`src/inc/flash_map_consts.svh`:
```
// constants for the flash map and protect control block
// assumes: included by both ends, the monitor and the bench
`ifndef FLASH_MAP_CONSTS_SVH
`define FLASH_MAP_CONSTS_SVH
// register addresses in the cpu space
`define ADDR_CTRL_SHADOW   16'h0FD0
`define ADDR_CTRL_COMMIT   16'h0FD1
`define ADDR_SLEEP_REG     16'h0FD2
`define ADDR_PROM_PORT     16'h0FD3
`define ADDR_SYS_CTRL_3    16'h0FD4
`define ADDR_SYS_COMMIT    16'h0FD5
// keys and codes
`define COMMIT_KEY         8'hD5
`define SYS_COMMIT_KEY     8'hD4
`define PROTECT_ENABLE     3'b101
`define PROTECT_DISABLE    3'b010
`define AREA_STANDARD      2'b00
`define AREA_CODE_TO_DATA  2'b10
// field positions in the shadow, system control and prom port registers
`define PROTECT_MSB        6
`define PROTECT_LSB        4
`define BOOT_SHOW_BIT      3
`define AREA_MSB           2
`define AREA_LSB           1
`define RAM_REMAP_BIT      0
`define VECTOR_RAM_BIT     1
`define SERIAL_CLK_EN_BIT  1
`define OTHER_PORT_EN_BIT  0
// reset values
`define SHADOW_RESET       8'h20
`define PROM_PORT_RESET    8'h80
// address windows
`define FLASH_LO           16'h8000
`define BOOT_LO            16'h1000
`define BOOT_DATA_HI       16'h17FF
`define BOOT_CODE_HI_PROM  16'h1FFF
`endif

```
`src/inc/flash_map_pkg.sv`:
```
// types for the flash map and protect control block
// assumes: nothing beyond the constants header
package flash_map_pkg;
  // target of a resolved cpu access
  typedef enum logic [1:0] {
    TGT_FLASH = 2'b00,
    TGT_BOOT  = 2'b01,
    TGT_RAM   = 2'b11,
    TGT_OTHER = 2'b10
  } target_t;
endpackage

```
`src/inc/flash_map_if.sv`:
```
// interface joining the cpu side and the flash control end
// assumes: one clock, cpu transfers of one cycle
`timescale 1ns/100ps
interface flash_map_if;
  logic        wr;         // register write strobe
  logic        rd;         // register read strobe
  logic [15:0] addr;       // register address
  logic [7:0]  wdata;      // write data
  logic [7:0]  rdata;      // read data, valid cycle after rd
  logic        fetch_ram;  // current instruction came from ram
  logic        irq;        // interrupt taken, one-cycle pulse
  modport device (input wr, rd, addr, wdata, fetch_ram, irq, output rdata);
  modport cpu (output wr, rd, addr, wdata, fetch_ram, irq, input rdata);
endinterface

```
`src/verilog/flash_map_protect_control.sv`:
```
// flash control end: protect gating, boot rom and ram overlay,
// standby bit and serial prom port input gating
// assumes: cpu end drives the interface; mode strap stable after reset
//
// Functional notes
// - 101 then commit key enables commands
// - 010 then commit key disables commands
// - commands ignored while disabled
// - reset leaves commands disabled
// - running sequence not aborted by protect
// - flash commands only via data window
// - area 10 maps code window onto data; here the area bits are only stored and read back
// - area 00 restores standard mapping
// - both windows hit same flash location
// - software erases before rewriting data
// - ram remap plus 0xD4 maps ram
// - prom mode always maps ram in code
// - boot show overlays boot rom region
// - prom mode boot rom fixed, reads one
// - sleep bit writable only from ram
// - flash touch while sleeping resets
// - flash vectors clear sleep bit on interrupt
// - ram vectors keep sleep bit
// - prom mode port inputs off after reset
// - port enable bits open gated inputs
// - mcu mode ignores port control
// - shadow applied only on commit key
// - monitor flag only when 101 effective
`include "flash_map_consts.svh"
`timescale 1ns/100ps
module flash_map_protect_control (
  input  wire logic        clk_sys_i,
  input  wire logic        nrst_i,
  input  wire logic        prom_mode_i,
  input  wire logic        mem_valid_i,
  input  wire logic        mem_code_i,
  input  wire logic        mem_write_i,
  input  wire logic [15:0] mem_addr_i,
  input  wire logic        cmd_busy_i,
  flash_map_if.device      bus,
  output logic [1:0]       code_target_o,
  output logic [1:0]       data_target_o,
  output logic [15:0]      flash_addr_o,
  output logic             flash_cmd_o,
  output logic             cmd_enable_o,
  output logic             sleep_reset_o,
  output logic             serial_clk_gate_o,
  output logic             other_port_gate_o
);
  // ****************************************
  // state
  // ****************************************
  logic [7:0] flash_ctrl_shadow;
  logic [7:0] active;
  logic       system_ctrl_three;
  logic       vector_in_ram;
  logic       ram_remap_select;
  logic       ram_vec_active;
  logic       flash_sleep_bit;
  logic [1:0] prom_port_input_ctrl;
  logic       prom_q;
  logic [7:0] next_shadow;
  logic [7:0] next_active;
  logic       next_sys3;
  logic       next_vec;
  logic       next_remap;
  logic       next_vec_act;
  logic       next_sleep;
  logic [1:0] next_port;
  logic [7:0] next_rdata;
  logic       protect_monitor_flag;
  logic       boot_show;
  logic       in_flash;
  logic       in_boot_d;
  logic       in_boot_c;
  flash_map_pkg::target_t next_ct;
  flash_map_pkg::target_t next_dt;
  logic [15:0] next_faddr;
  logic        next_cmd;
  logic        next_srst;
  logic        next_sgate;
  logic        next_ogate;

  // ****************************************
  // register writes
  // ****************************************
  always_comb begin
    next_shadow  = flash_ctrl_shadow;
    next_active  = active;
    next_sys3    = system_ctrl_three;
    next_vec     = vector_in_ram;
    next_remap   = ram_remap_select;
    next_vec_act = ram_vec_active;
    next_sleep   = flash_sleep_bit;
    next_port    = prom_port_input_ctrl;
    if (bus.wr) begin
      case (bus.addr)
        `ADDR_CTRL_SHADOW: next_shadow = bus.wdata;
        `ADDR_CTRL_COMMIT: if (bus.wdata == `COMMIT_KEY) begin
          next_active = flash_ctrl_shadow;
        end
        `ADDR_SLEEP_REG: if (bus.fetch_ram) begin
          next_sleep = bus.wdata[0];
        end
        `ADDR_PROM_PORT: if (prom_q) begin
          next_port = bus.wdata[1:0];
        end
        `ADDR_SYS_CTRL_3: begin
          next_sys3 = bus.wdata[`RAM_REMAP_BIT];
          next_vec  = bus.wdata[`VECTOR_RAM_BIT];
        end
        `ADDR_SYS_COMMIT: if (bus.wdata == `SYS_COMMIT_KEY) begin
          next_remap   = system_ctrl_three;
          next_vec_act = vector_in_ram;
        end
        default: ;
      endcase
    end
    // interrupt with flash vectors wakes flash
    if (bus.irq && !ram_vec_active) begin
      next_sleep = 1'b0;
    end
  end

  // ****************************************
  // read mux and monitor
  // ****************************************
  // committed code drives enable
  // flag only for committed enable code
  assign protect_monitor_flag =
    (active[`PROTECT_MSB:`PROTECT_LSB] == `PROTECT_ENABLE);
  assign boot_show = prom_q | active[`BOOT_SHOW_BIT];

  always_comb begin
    next_rdata = 8'h00;
    if (bus.rd) begin
      case (bus.addr)
        `ADDR_CTRL_SHADOW: next_rdata = flash_ctrl_shadow;
        // monitor shares the commit address; shown boot bit replaces the raw one
        `ADDR_CTRL_COMMIT: next_rdata = {3'b000, protect_monitor_flag, boot_show,
                                         active[2:0]};
        `ADDR_PROM_PORT:   next_rdata = prom_q ? {6'b000000, prom_port_input_ctrl} | 8'h80
                                               : 8'h00;
        `ADDR_SYS_CTRL_3:  next_rdata = {6'b000000, vector_in_ram, system_ctrl_three};
        default:           next_rdata = 8'h00;
      endcase
    end
  end

  // ****************************************
  // address resolution
  // ****************************************
  // both windows resolve to one location
  assign in_flash  = mem_addr_i >= `FLASH_LO;
  assign in_boot_d = (mem_addr_i >= `BOOT_LO) && (mem_addr_i <= `BOOT_DATA_HI);
  assign in_boot_c = prom_q ? ((mem_addr_i >= `BOOT_LO) && (mem_addr_i <= `BOOT_CODE_HI_PROM))
                            : in_boot_d;

  always_comb begin
    next_ct = flash_map_pkg::TGT_OTHER;
    next_dt = flash_map_pkg::TGT_OTHER;
    if (boot_show && in_boot_c) begin
      next_ct = flash_map_pkg::TGT_BOOT;
    end else if ((prom_q || ram_remap_select) && !in_flash) begin
      next_ct = flash_map_pkg::TGT_RAM;
    end else if (in_flash) begin
      next_ct = flash_map_pkg::TGT_FLASH;
    end
    if (boot_show && in_boot_d) begin
      next_dt = flash_map_pkg::TGT_BOOT;
    end else if (in_flash) begin
      // data window standard view in every area setting
      next_dt = flash_map_pkg::TGT_FLASH;
    end
    next_faddr = mem_addr_i;
    // gated new writes; busy sequence runs on
    next_cmd = mem_valid_i && mem_write_i && !mem_code_i && in_flash
               && protect_monitor_flag;
    next_srst = mem_valid_i && in_flash && flash_sleep_bit && !cmd_busy_i | 
                (mem_valid_i && in_flash && flash_sleep_bit);
    // port gating; the raw strap keeps the gates
    // shut in the cycle before prom_q has caught it after reset
    next_sgate = (!prom_q && !prom_mode_i) | prom_port_input_ctrl[`SERIAL_CLK_EN_BIT];
    next_ogate = (!prom_q && !prom_mode_i) | prom_port_input_ctrl[`OTHER_PORT_EN_BIT];
  end

  // ****************************************
  // registers
  // ****************************************
  // reset code disables commands
  always_ff @(posedge clk_sys_i) begin
    if (!nrst_i) begin
      flash_ctrl_shadow    <= `SHADOW_RESET;
      active               <= `SHADOW_RESET;
      system_ctrl_three    <= 1'b0;
      vector_in_ram        <= 1'b0;
      ram_remap_select     <= 1'b0;
      ram_vec_active       <= 1'b0;
      flash_sleep_bit      <= 1'b0;
      prom_port_input_ctrl <= 2'b00;
      prom_q               <= 1'b0;
      bus.rdata            <= 8'h00;
      code_target_o        <= 2'b10;
      data_target_o        <= 2'b10;
      flash_addr_o         <= 16'h0000;
      flash_cmd_o          <= 1'b0;
      cmd_enable_o         <= 1'b0;
      sleep_reset_o        <= 1'b0;
      serial_clk_gate_o    <= 1'b0;
      other_port_gate_o    <= 1'b0;
    end else begin
      flash_ctrl_shadow    <= next_shadow;
      active               <= next_active;
      system_ctrl_three    <= next_sys3;
      vector_in_ram        <= next_vec;
      ram_remap_select     <= next_remap;
      ram_vec_active       <= next_vec_act;
      flash_sleep_bit      <= next_sleep;
      prom_port_input_ctrl <= next_port;
      prom_q               <= prom_mode_i;  // strap caught after release
      bus.rdata            <= next_rdata;
      code_target_o        <= next_ct;
      data_target_o        <= next_dt;
      flash_addr_o         <= next_faddr;
      flash_cmd_o          <= next_cmd;
      cmd_enable_o         <= protect_monitor_flag;
      sleep_reset_o        <= next_srst;
      serial_clk_gate_o    <= next_sgate;
      other_port_gate_o    <= next_ogate;
    end
  end
endmodule

```
`src/flat_wrapper.sv`:
```
// flat-port wrapper written by rule: the top's interface ports become plain ports
module flash_map_protect_control_flat 
  (clk_sys_i, nrst_i, prom_mode_i, mem_valid_i, mem_code_i, mem_write_i, mem_addr_i, cmd_busy_i, code_target_o, data_target_o, flash_addr_o, flash_cmd_o, cmd_enable_o, sleep_reset_o, serial_clk_gate_o, other_port_gate_o, bus_wr, bus_rd, bus_addr, bus_wdata, bus_fetch_ram, bus_irq, bus_rdata);
  flash_map_if bus_i ();
  input  wire logic clk_sys_i;
  input  wire logic nrst_i;
  input  wire logic prom_mode_i;
  input  wire logic mem_valid_i;
  input  wire logic mem_code_i;
  input  wire logic mem_write_i;
  input  wire logic [15:0] mem_addr_i;
  input  wire logic cmd_busy_i;
  output logic [1:0] code_target_o;
  output logic [1:0] data_target_o;
  output logic [15:0] flash_addr_o;
  output logic flash_cmd_o;
  output logic cmd_enable_o;
  output logic sleep_reset_o;
  output logic serial_clk_gate_o;
  output logic other_port_gate_o;
  input wire logic [$bits(bus_i.wr)-1:0] bus_wr;
  input wire logic [$bits(bus_i.rd)-1:0] bus_rd;
  input wire logic [$bits(bus_i.addr)-1:0] bus_addr;
  input wire logic [$bits(bus_i.wdata)-1:0] bus_wdata;
  input wire logic [$bits(bus_i.fetch_ram)-1:0] bus_fetch_ram;
  input wire logic [$bits(bus_i.irq)-1:0] bus_irq;
  output wire logic [$bits(bus_i.rdata)-1:0] bus_rdata;
  assign bus_i.wr = bus_wr;
  assign bus_i.rd = bus_rd;
  assign bus_i.addr = bus_addr;
  assign bus_i.wdata = bus_wdata;
  assign bus_i.fetch_ram = bus_fetch_ram;
  assign bus_i.irq = bus_irq;
  assign bus_rdata = bus_i.rdata;
  flash_map_protect_control u_core (.clk_sys_i(clk_sys_i), .nrst_i(nrst_i), .prom_mode_i(prom_mode_i), .mem_valid_i(mem_valid_i), .mem_code_i(mem_code_i), .mem_write_i(mem_write_i), .mem_addr_i(mem_addr_i), .cmd_busy_i(cmd_busy_i), .bus(bus_i), .code_target_o(code_target_o), .data_target_o(data_target_o), .flash_addr_o(flash_addr_o), .flash_cmd_o(flash_cmd_o), .cmd_enable_o(cmd_enable_o), .sleep_reset_o(sleep_reset_o), .serial_clk_gate_o(serial_clk_gate_o), .other_port_gate_o(other_port_gate_o));
endmodule
```
`config.mk`:
```
export PLATFORM = sky130hd
export DESIGN_NAME = flash_map_protect_control_flat
export DESIGN_NICKNAME = d
export VERILOG_FILES = /design/src/inc/flash_map_pkg.sv /design/src/inc/flash_map_if.sv /design/src/verilog/flash_map_protect_control.sv /design/src/flat_wrapper.sv
export VERILOG_INCLUDE_DIRS = /design/src /design/src/inc
export SDC_FILE = /design/constraint.sdc
export NUM_CORES = 1
export LEC_CHECK = 0
export ABC_AREA = 1
export BUFFER_PORTS_ARGS = -buffer_cell sky130_fd_sc_hd__clkbuf_2
export CORE_AREA = 2 2 90 92
export CTS_CLUSTER_DIAMETER = 80
export DETAILED_ROUTE_END_ITERATION = 10
export DIE_AREA = 0 0 92 94
export PLACE_DENSITY_LB_ADDON = 0.05
export SYNTH_ARGS = -nofsm -noshare
export SYNTH_HDL_FRONTEND = slang
export SYNTH_SLANG_ARGS = --single-unit
export TNS_END_PERCENT = 10
```
`constraint.sdc`:
```
create_clock -name clk_sys_i -period 3.29 [get_ports clk_sys_i]
set_clock_uncertainty 0.15 [all_clocks]
set_input_delay 0.1645 -clock clk_sys_i [delete_from_list [all_inputs] [get_ports clk_sys_i]]
set_output_delay 0.1645 -clock clk_sys_i [all_outputs]
set_load 0.1 [all_outputs]
```
==> flow_summary.yaml, run 1 <==
timing:
  setup_slack_ps: 1550
  tns_ps: 0
  finalCriticalPeriod_ps: 1740
  fmax_mhz: 574
  worst_slew_pin_slew_ps: 567
  setup_violations: 0
  grt_setup_unrepaired: "false"
  hold_viol_final: 0
  slew_headroom_pct: 62.4
  period_share_pct: 53.0
  hold_ws_ps: 24.0
  drv_slew: 0
worst_setup_path:
  cpMaxStageDelayCell: "dlygate4sd3_1"
  r2r_start: "u_core.active[5]"
  r2r-end: "u_core.flash_cmd_o"
  endpoint_kind: "flop"
  reg2reg_slack_ps: 1720
  crit_type: "input port to flop"
  critPathMaxFanout: 26
  required_ps: 3390
  critPathMaxStageDelay_ps: 580
  arrival_ps: 1840
  r2r_cells: 3
  crit_chain: "clkbuf_2 > buf_4 > nand2_1 > nor4_1 > dlygate4sd3_1"
  start_kind: "input port"
drt:
  finalWirelength_mm: 5.72
  dr.pass1.iters: 4
  via_per_inst: 4.27
  routedWlPerCell_um: 11.5
  drc: 0
  ant_nets: 0
  vias: 2126
  drt_iter0_drc: 49
floorplanning:
  ios: 84
  fp.dieW_um: 92
  row_count: 32
  die_area_mm2: 0.00865
  die_y_um: 94
  start_util_pct: 29.4
  core_area_mm2: 0.00761
finish:
  drive_above_1_share_pct: 27.0
  fin_nets: 446
  fillers: 811
  synthToLayoutAreaGrowth_pct: 37.5
  antenna_cells: 0
worst_hold_path:
  min_to: "u_core.flash_ctrl_shadow[7]"
  hold_class: "input port to flop"
  holdPathStages: 3
  hold_path_startpoint: "bus_wdata[7]"
power_and_ir_drop:
  leakagePower_nw: 1.50
  power_w: 0.00138
  vdd_drop_max_v: 0.000167
  p_per_area_mw_per_mm2: 449
synthesis:
  ys_top_cells_by_area: "dfxtp_1, nand2_1, inv_1"
  synth-edff-count: 0
  ys_top_cells_by_count: "dfxtp_1, nand2_1, inv_1, nor2_1, nand4_1"
  synth.net_count: 342
  ys_async_sr_fraction_pct: 0
  avgSynthCellArea_um2: 7.68
  yosysMostFrequentCell: "dfxtp_1"
  synth_top_cell_area_share_pct: 50.2
  synth_top_area_cell: "dfxtp_1"
  synth.distinct_cells: 28
  synth_seq_cells: 56
  synth_flop_cell: "dfxtp_1"
  syn_inst: 291
  seq_area_frac_synth_pct: 50.2
  netlist_area_mm2: 0.00223
  ys_warn_count: 0
grt:
  gr-total-overflow: 0
  grt_pass1_wl_mm: 9.16
  grt_max_degree: 27
  grt_pass1_vias: 1880
  antenna_found_initial: 0
  grtUsageTotal_pct: 13.4
cts:
  cts_buffers: 5
  root_buffer: "clkbuf_8"
  clk_pin_slew_ps: 100
  cts_sinks: 56
  clock_latency_ps: 300
  post-cts-setup-buffer-count: 0
  clk_path_buf_depth: 2
  h-tree-depth: 2
  cts_tree: "built"
run:
  maxCapViolations: 0
outcome:
  outcome: "complete, no violations"
placement:
  place_congestion: 0.799
  port_buffers: 82
  dp_hpwl_mm: 4.17
  post-place-ws_ps: 1390
per-layer routing:
metal  vias up  track usage (%)  part of all wire (%)
met1       918             17.9                    49
li1       1129                -                     -
met5         -                0                     0
met4         0             4.48                  0.96
met3         4             3.13                   6.5
met2        75             21.5                    43
critical path: cells and delay by family:
family / cells / cell delay (ps)
buffers and inverters: 3 / 1270
AND/OR/NAND/NOR: 2 / 400
metrics by stage:
step / utilization [%] / instance area, µm² / std cells
6_report: 40.4 / 3070 / 498
2_1_floorplan: - / 2230 / 291
5_1_grt: 40.4 / 3070 / 498
4_1_cts: 40.4 / 3070 / 498
3_5_place_dp: 35.8 / 2720 / 467
3_3_place_gp: 35.8 / 2720 / 467
worst max path at each step:
stage                             from                          end  slack (ps)  cells past startpoint
after detailed placement  bus_addr[13]             u_core.active[5]        1390                      9
after CTS                 bus_wdata[5]             u_core.active[5]        1520                      9
final                           nrst_i           u_core.flash_cmd_o        1550                      5
after global routing      bus_wdata[5]             u_core.active[2]        1390                      9
after global placement    bus_addr[13]             u_core.active[5]        1410                      9
after floorplan            bus_addr[5]  u_core.flash_ctrl_shadow[6]        2030                      7
sequential cells by signal (all words and copies together) (netlist names):
register and cells:
u_core.flash_ctrl_shadow 8, u_core.sleep_reset_o 1, u_core.system_ctrl_three 1, u_core.code_target_o 2
u_core.data_target_o 2, u_core.prom_port_input_ctrl 2, u_core.flash_cmd_o 1, u_core.flash_sleep_bit 1
u_core.cmd_enable_o 1, u_core.ram_vec_active 1, u_core.active 7, u_core.vector_in_ram 1
u_core.serial_clk_gate_o 1, u_core.bus.rdata 8, u_core.flash_addr_o 16, u_core.ram_remap_select 1
u_core.prom_q 1, u_core.other_port_gate_o 1
logic make-up (layout without fill, tap and decap cells):
logic type	count (synthesis)	in the layout	share of synthesized area (%)
AND/OR/NAND/NOR	139	139	29.5
buffers and inverters	58	163	11.0
flip-flops	56	56	50.2
AO/OA/AOI/OAI	38	38	9.29
report_power, final:
group | switching, W | internal [W] | total [W]
Sequential | 0.00000490 | 0.000692 | 0.000696
Clock | 0.000222 | 0.000249 | 0.000471
Combinational | 0.000154 | 0.0000595 | 0.000213
Total | 0.000381 | 0.00100 | 0.00138
area by class of cell:
type	instances	area, µm²	share of cell area [%]
Clock buffer	6	82.6	2.69
Tap cell	102	128	4.15
Clock inverter	2	38.8	1.26
Multi-Input combinational cell	177	867	28.2
Sequential cell	56	1120	36.5
Timing Repair Buffer	107	656	21.3
Inverter	48	180	5.86
timing repair:
action	in CTS	in global routing
hold buffers	23	0
hold endpoints to repair	23	0
gates resized for setup	0	0
cell usage in the layout, fill, tap and decap left out, drive strengths merged:
cell type	instances
a21oi	16
a31oi	1
buf	2
bufinv	1
clkbuf	88
clkinv	1
dfxtp	56
dlygate4sd3	23
inv	48
nand2	47
nand3	16
nand3b	1
nand4	18
nor2	50
nor3	2
nor3b	1
nor4	1
o211ai	1
o21ai	18
o21bai	2
or2	3
Power figures use the tool's default switching activity.
==> run 2: changes to the inputs <==
==> constraint.sdc (replaced) <==
create_clock -name clk_sys_i -period 1.5 [get_ports clk_sys_i]
set_clock_uncertainty 0.15 [all_clocks]
set_input_delay 0.075 -clock clk_sys_i [delete_from_list [all_inputs] [get_ports clk_sys_i]]
set_output_delay 0.075 -clock clk_sys_i [all_outputs]
set_load 0.1 [all_outputs]
==> run 2 against run 1 <==
  * Worst hold slack worse by 14 ps
  * Setup slack worse by 1500 ps
  * Register-to-register slack worse by 1500 ps
  * Routed wire length up 3.9%
  * Clock power up 81%
  * Largest cell class unchanged
  * Highest routed layer unchanged
  * Power up 110%
  * Non-clock buffer count up 25
  * Largest power group unchanged
==> flow_summary.yaml, run 2 (same netlist as run 1, synthesis figures left out) <==
grt:
  grt_max_degree: 19
  grt_pass1_vias: 1996
  gr-total-overflow: 0
  grt_pass1_wl_mm: 9.74
  grtUsageTotal_pct: 14.2
  antenna_found_initial: 0
placement:
  place_congestion: 0.731
  port_buffers: 82
  post-place-ws_ps: 41.6
  dp_hpwl_mm: 4.41
  dp_cells: 482
floorplanning:
  die_y_um: 94
  ios: 84
  core_area_mm2: 0.00761
  die_area_mm2: 0.00865
  row_count: 32
  fp.dieW_um: 92
  start_util_pct: 29.4
power_and_ir_drop:
  p_per_area_mw_per_mm2: 882
  leakagePower_nw: 1.60
  vdd_drop_max_v: 0.000358
timing:
  fmax_mhz: 706
  period_share_pct: 94.5
  drv_slew: 0
  grt_setup_unrepaired: "true"
  setup_slack_ps: 83.1
  setup_violations: 0
  finalCriticalPeriod_ps: 1420
  hold_ws_ps: 9.71
  hold_viol_final: 0
  worst_slew_pin_slew_ps: 556
  slew_headroom_pct: 63.1
worst_setup_path:
  endpoint_kind: "flop"
  cpMaxStageDelayCell: "dlygate4sd3_1"
  r2r_start: "u_core.active[3]"
  required_ps: 1550
  r2r_cells: 4
  crit_type: "input port to flop"
  crit_chain: "dlygate4sd3_1 > clkbuf_2 > nand2_1 > nor2_1 > dlygate4sd3_1"
  critPathMaxFanout: 4
  arrival_ps: 1470
  start_kind: "input port"
  reg2reg_slack_ps: 270
  r2r-end: "u_core.code_target_o[1]"
  critPathMaxStageDelay_ps: 540
  path_common_cell: "dlygate4sd3_1"
finish:
  layout_common_cells: "clkbuf_2, dfxtp_1, nand2_1, nor2_1, inv_1"
  largest_reg_flops: 16
  final_cells: 523
  drive_above_1_share_pct: 29.0
  antenna_cells: 0
  layout_commonest_cell: "clkbuf_2"
  regMostFlops: "u_core.flash_addr_o"
  finish.utilization_pct: 43.0
  reg_top3: "u_core.flash_addr_o x16, u_core.bus.rdata x8, u_core.flash_ctrl_shadow x8"
  fin_nets: 471
  synthToLayoutAreaGrowth_pct: 46.5
drt:
  vias: 2200
  via_per_inst: 4.21
  drc: 0
  drt_iter0_drc: 49
  ant_nets: 0
  finalWirelength_mm: 5.94
  dr.pass1.iters: 4
  routedWlPerCell_um: 11.4
worst_hold_path:
  hold_path_startpoint: "nrst_i"
  min_to: "u_core.flash_ctrl_shadow[5]"
  hold_class: "input port to flop"
  holdPathStages: 3
cts:
  cts_tree: "built"
  cts_buffers: 5
  clk_path_buf_depth: 2
  h-tree-depth: 2
  clock_latency_ps: 310
  post-cts-setup-buffer-count: 0
  root_buffer: "clkbuf_8"
  cts_sinks: 56
  clk_pin_slew_ps: 100
outcome:
  outcome: "complete, no violations"
run:
  maxCapViolations: 0
## run 2: critical path: cells and delay by family
family / cells / cell delay [ps]
simple gates: 2 / 190
buf+inv: 3 / 1200
## run 2: layout make-up
cell class	count	area (µm²)
clock buffer	7	86.3
multi-input combinational	177	867
inverter	48	180
tap	102	128
sequential	56	1120
clock inverter	1	7.51
timing repair buffer	132	883
fill	816	4330
## run 2: worst max path at each step
stage / start / endpoint / slack [ps] / depth (start not counted)
2_1_floorplan: bus_addr[5] / u_core.flash_ctrl_shadow[6] / 330 / 7
3_3_place_gp: bus_wdata[2] / u_core.active[3] / 20 / 9
3_5_place_dp: bus_wdata[2] / u_core.active[0] / 40 / 9
4_1_cts: bus_wr / u_core.active[0] / 30 / 8
5_1_grt: bus_wr / u_core.active[6] / -10 / 8
6_report: mem_addr_i[15] / u_core.sleep_reset_o / 80 / 5
## run 2: what timing repair did
item | CTS | global route
hold buffers | 33 | 0
gates resized for setup | 0 | 4
endpoints found under the setup margin | 0 | 8
hold endpoints to repair | 36 | 0
## run 2: metal layers
layer / vias to the layer above / share of wire, % / GRT usage (%)
met1: 946 / 50 / 18.9
met3: 7 / 5.8 / 2.89
met4: 0 / 1.1 / 4.10
li1: 1178 / - / -
met5: - / 0 / 0
met2: 69 / 43 / 23.4
## run 2: power by group
part           internal, W  switching, W
logic             0.000162      0.000347
registers          0.00152    0.00000773
clock network     0.000376      0.000477
## run 2: metrics by stage
step                area [µm²]  TNS (ps)  power (W)
floorplan                 2230         0    0.00186
global placement          2850         0    0.00200
detailed placement        2850         0    0.00200
CTS                       3270         0    0.00294
global route              3270     -12.3    0.00302
finish                    3270         0    0.00289
==> run 3: changes to the inputs <==
--- a/config.mk
+++ b/config.mk
@@ -13,6 +13,7 @@
 export DETAILED_ROUTE_END_ITERATION = 10
 export DIE_AREA = 0 0 92 94
 export PLACE_DENSITY_LB_ADDON = 0.05
+export SETUP_SLACK_MARGIN = 0.3
 export SYNTH_ARGS = -nofsm -noshare
 export SYNTH_HDL_FRONTEND = slang
 export SYNTH_SLANG_ARGS = --single-unit
==> run 3 against run 2 <==
  * The run now ends with negative hold slack left
  * Maximum frequency increased by 12%
  * Sequential power about the same
  * Highest routed layer unchanged
  * Critical endpoint is now cmd_enable_o
  * Global-route usage about the same
  * Die area unchanged
  * Largest power group unchanged
  * Cell area increased by 1.5%
  * Routed wire length increased by 0.52%
  * Critical path depth decreased by 4
  * Register-to-register slack improved by 50 ps
  * Flip-flop and latch count unchanged
  * Sequential share of layout area decreased by 0.45 points
  * Core utilization increased by 0.62 points
  * Non-clock buffer count decreased by 4
==> flow_summary.yaml, run 3 (same netlist as run 1, synthesis figures left out) <==
worst_setup_path:
  arrival_ps: 1040
  endpoint_kind: "output port"
  critPathMaxFanout: 1
  required_ps: 1270
  critPathTopFamily: "buffers and inverters"
  critPathMaxStageDelay_ps: 420
  cpMaxStageDelayCell: "buf_2"
  crit_type: "flop to output port"
  critPathBufInv: 1
  start_kind: "flop"
  crit_chain: "buf_2"
finish:
  regMostFlops: "u_core.flash_addr_o"
  reg_top3: "u_core.flash_addr_o x16, u_core.bus.rdata x8, u_core.flash_ctrl_shadow x8"
  largest_reg_flops: 16
  synthToLayoutAreaGrowth_pct: 48.6
  fillers: 804
  multiInputGateArea_um2: 877
  fin_nets: 467
  layout_common_cells: "dfxtp_1, clkbuf_2, nand2_1, inv_1, nor2_1"
  antenna_cells: 0
  drive_above_1_share_pct: 29.7
  layout_commonest_cell: "dfxtp_1"
  seq_area_mm2: 0.00112
grt:
  grtUsageTotal_pct: 14.2
  antenna_found_initial: 0
  grt_pass1_vias: 2017
  grt_pass1_wl_mm: 9.77
  grt_max_degree: 19
  gr-total-overflow: 0
drt:
  ant_nets: 0
  dr.pass1.iters: 4
  vias: 2211
  drt_iter0_drc: 47
  via_per_inst: 4.26
  routedWlPerCell_um: 11.5
  finalWirelength_mm: 5.97
  drc: 0
cts:
  clk_pin_slew_ps: 100
  cts_tree: "built"
  root_buffer: "clkbuf_8"
  cts_sinks: 56
  post-cts-setup-buffer-count: 0
  h-tree-depth: 2
  clk_path_buf_depth: 2
  cts_buffers: 5
  clock_latency_ps: 310
floorplanning:
  die_area_mm2: 0.00865
  ios: 84
  core_area_mm2: 0.00761
  start_util_pct: 29.4
  fp.dieW_um: 92
  row_count: 32
  die_y_um: 94
run:
  maxCapViolations: 0
timing:
  tns_ps: 0
  finalCriticalPeriod_ps: 1270
  slew_headroom_pct: 67.5
  setup_violations: 0
  setup_slack_ps: 233
  drv_slew: 0
  period_share_pct: 84.4
  grt_setup_unrepaired: "true"
  fmax_mhz: 790
  worst_slew_pin_slew_ps: 491
  hold_viol_final: 7
  hold_ws_ps: -56.3
power_and_ir_drop:
  leakagePower_nw: 1.60
  vdd_drop_max_v: 0.000357
  p_per_area_mw_per_mm2: 872
outcome:
  outcome: "finished with violations"
  violations: "negative hold slack"
placement:
  port_buffers: 82
  place_congestion: 0.731
  post-place-ws_ps: 41.6
  dp_hpwl_mm: 4.41
worst_hold_path:
  hold_class: "input port to flop"
==> run 3: changes by cell type in the layout (fill, tap and decap cells not counted), moves of 4 or more <==
cell,previous run,this run
dlygate4sd3_1,33,29
clkbuf_2,81,49
clkbuf_4,0,20
buf_2,0,9
==> run 3: area by class of cell <==
class / instances / area share, %
Multi-Input combinational cell: 177 / 26.4
Clock inverter: 1 / 0.226
Clock buffer: 7 / 2.60
Sequential cell: 56 / 33.8
Inverter: 48 / 5.43
Timing Repair Buffer: 128 / 27.7
Tap cell: 102 / 3.84
==> run 3: tightest hold or removal path, stage by stage <==
cell and delay (ps):
clkbuf_2 110, o21bai_1 110, a21oi_1 60
==> run 3: report_power, final <==
part           total (W)  internal (W)  switching, W
combinational   0.000519      0.000171      0.000348
sequential       0.00152       0.00152    0.00000732
clock           0.000852      0.000376      0.000476
total            0.00289       0.00206      0.000831
==> run 3: metrics by stage <==
step	std cells	total power (W)	area, µm²	utilization [%]
after floorplan	291	0.00186	2230	-
after global placement	482	0.00200	2850	37.4
after detailed placement	482	0.00200	2850	37.4
after CTS	519	0.00293	3240	42.6
after global routing	519	0.00303	3320	43.7
final	519	0.00289	3320	43.7
==> run 3: per-layer routing <==
metal  track usage, %  wire length, µm
met5                0                0
met4             4.10               67
met3             2.89              373
met2             23.4             2600
met1             18.9             2940
==> run 3: path summary, 6_finish.rpt <==
check | from | endpoint | slack [ps] | depth (start not counted)
worst max-delay path | u_core.cmd_enable_o | cmd_enable_o | 230 | 1
worst min register to register | u_core.flash_sleep_bit | u_core.sleep_reset_o | 290 | 2
worst max register to register | u_core.active[3] | u_core.code_target_o[1] | 320 | 4
worst min-delay path | mem_addr_i[15] | u_core.code_target_o[0] | -60 | 3
==> run 3: repair_timing <==
action	in CTS	in global routing
gates resized for setup	4	62
endpoints found under the setup margin	34	50
pin swaps	0	3
hold buffers	29	1
endpoints found under the hold margin	36	7
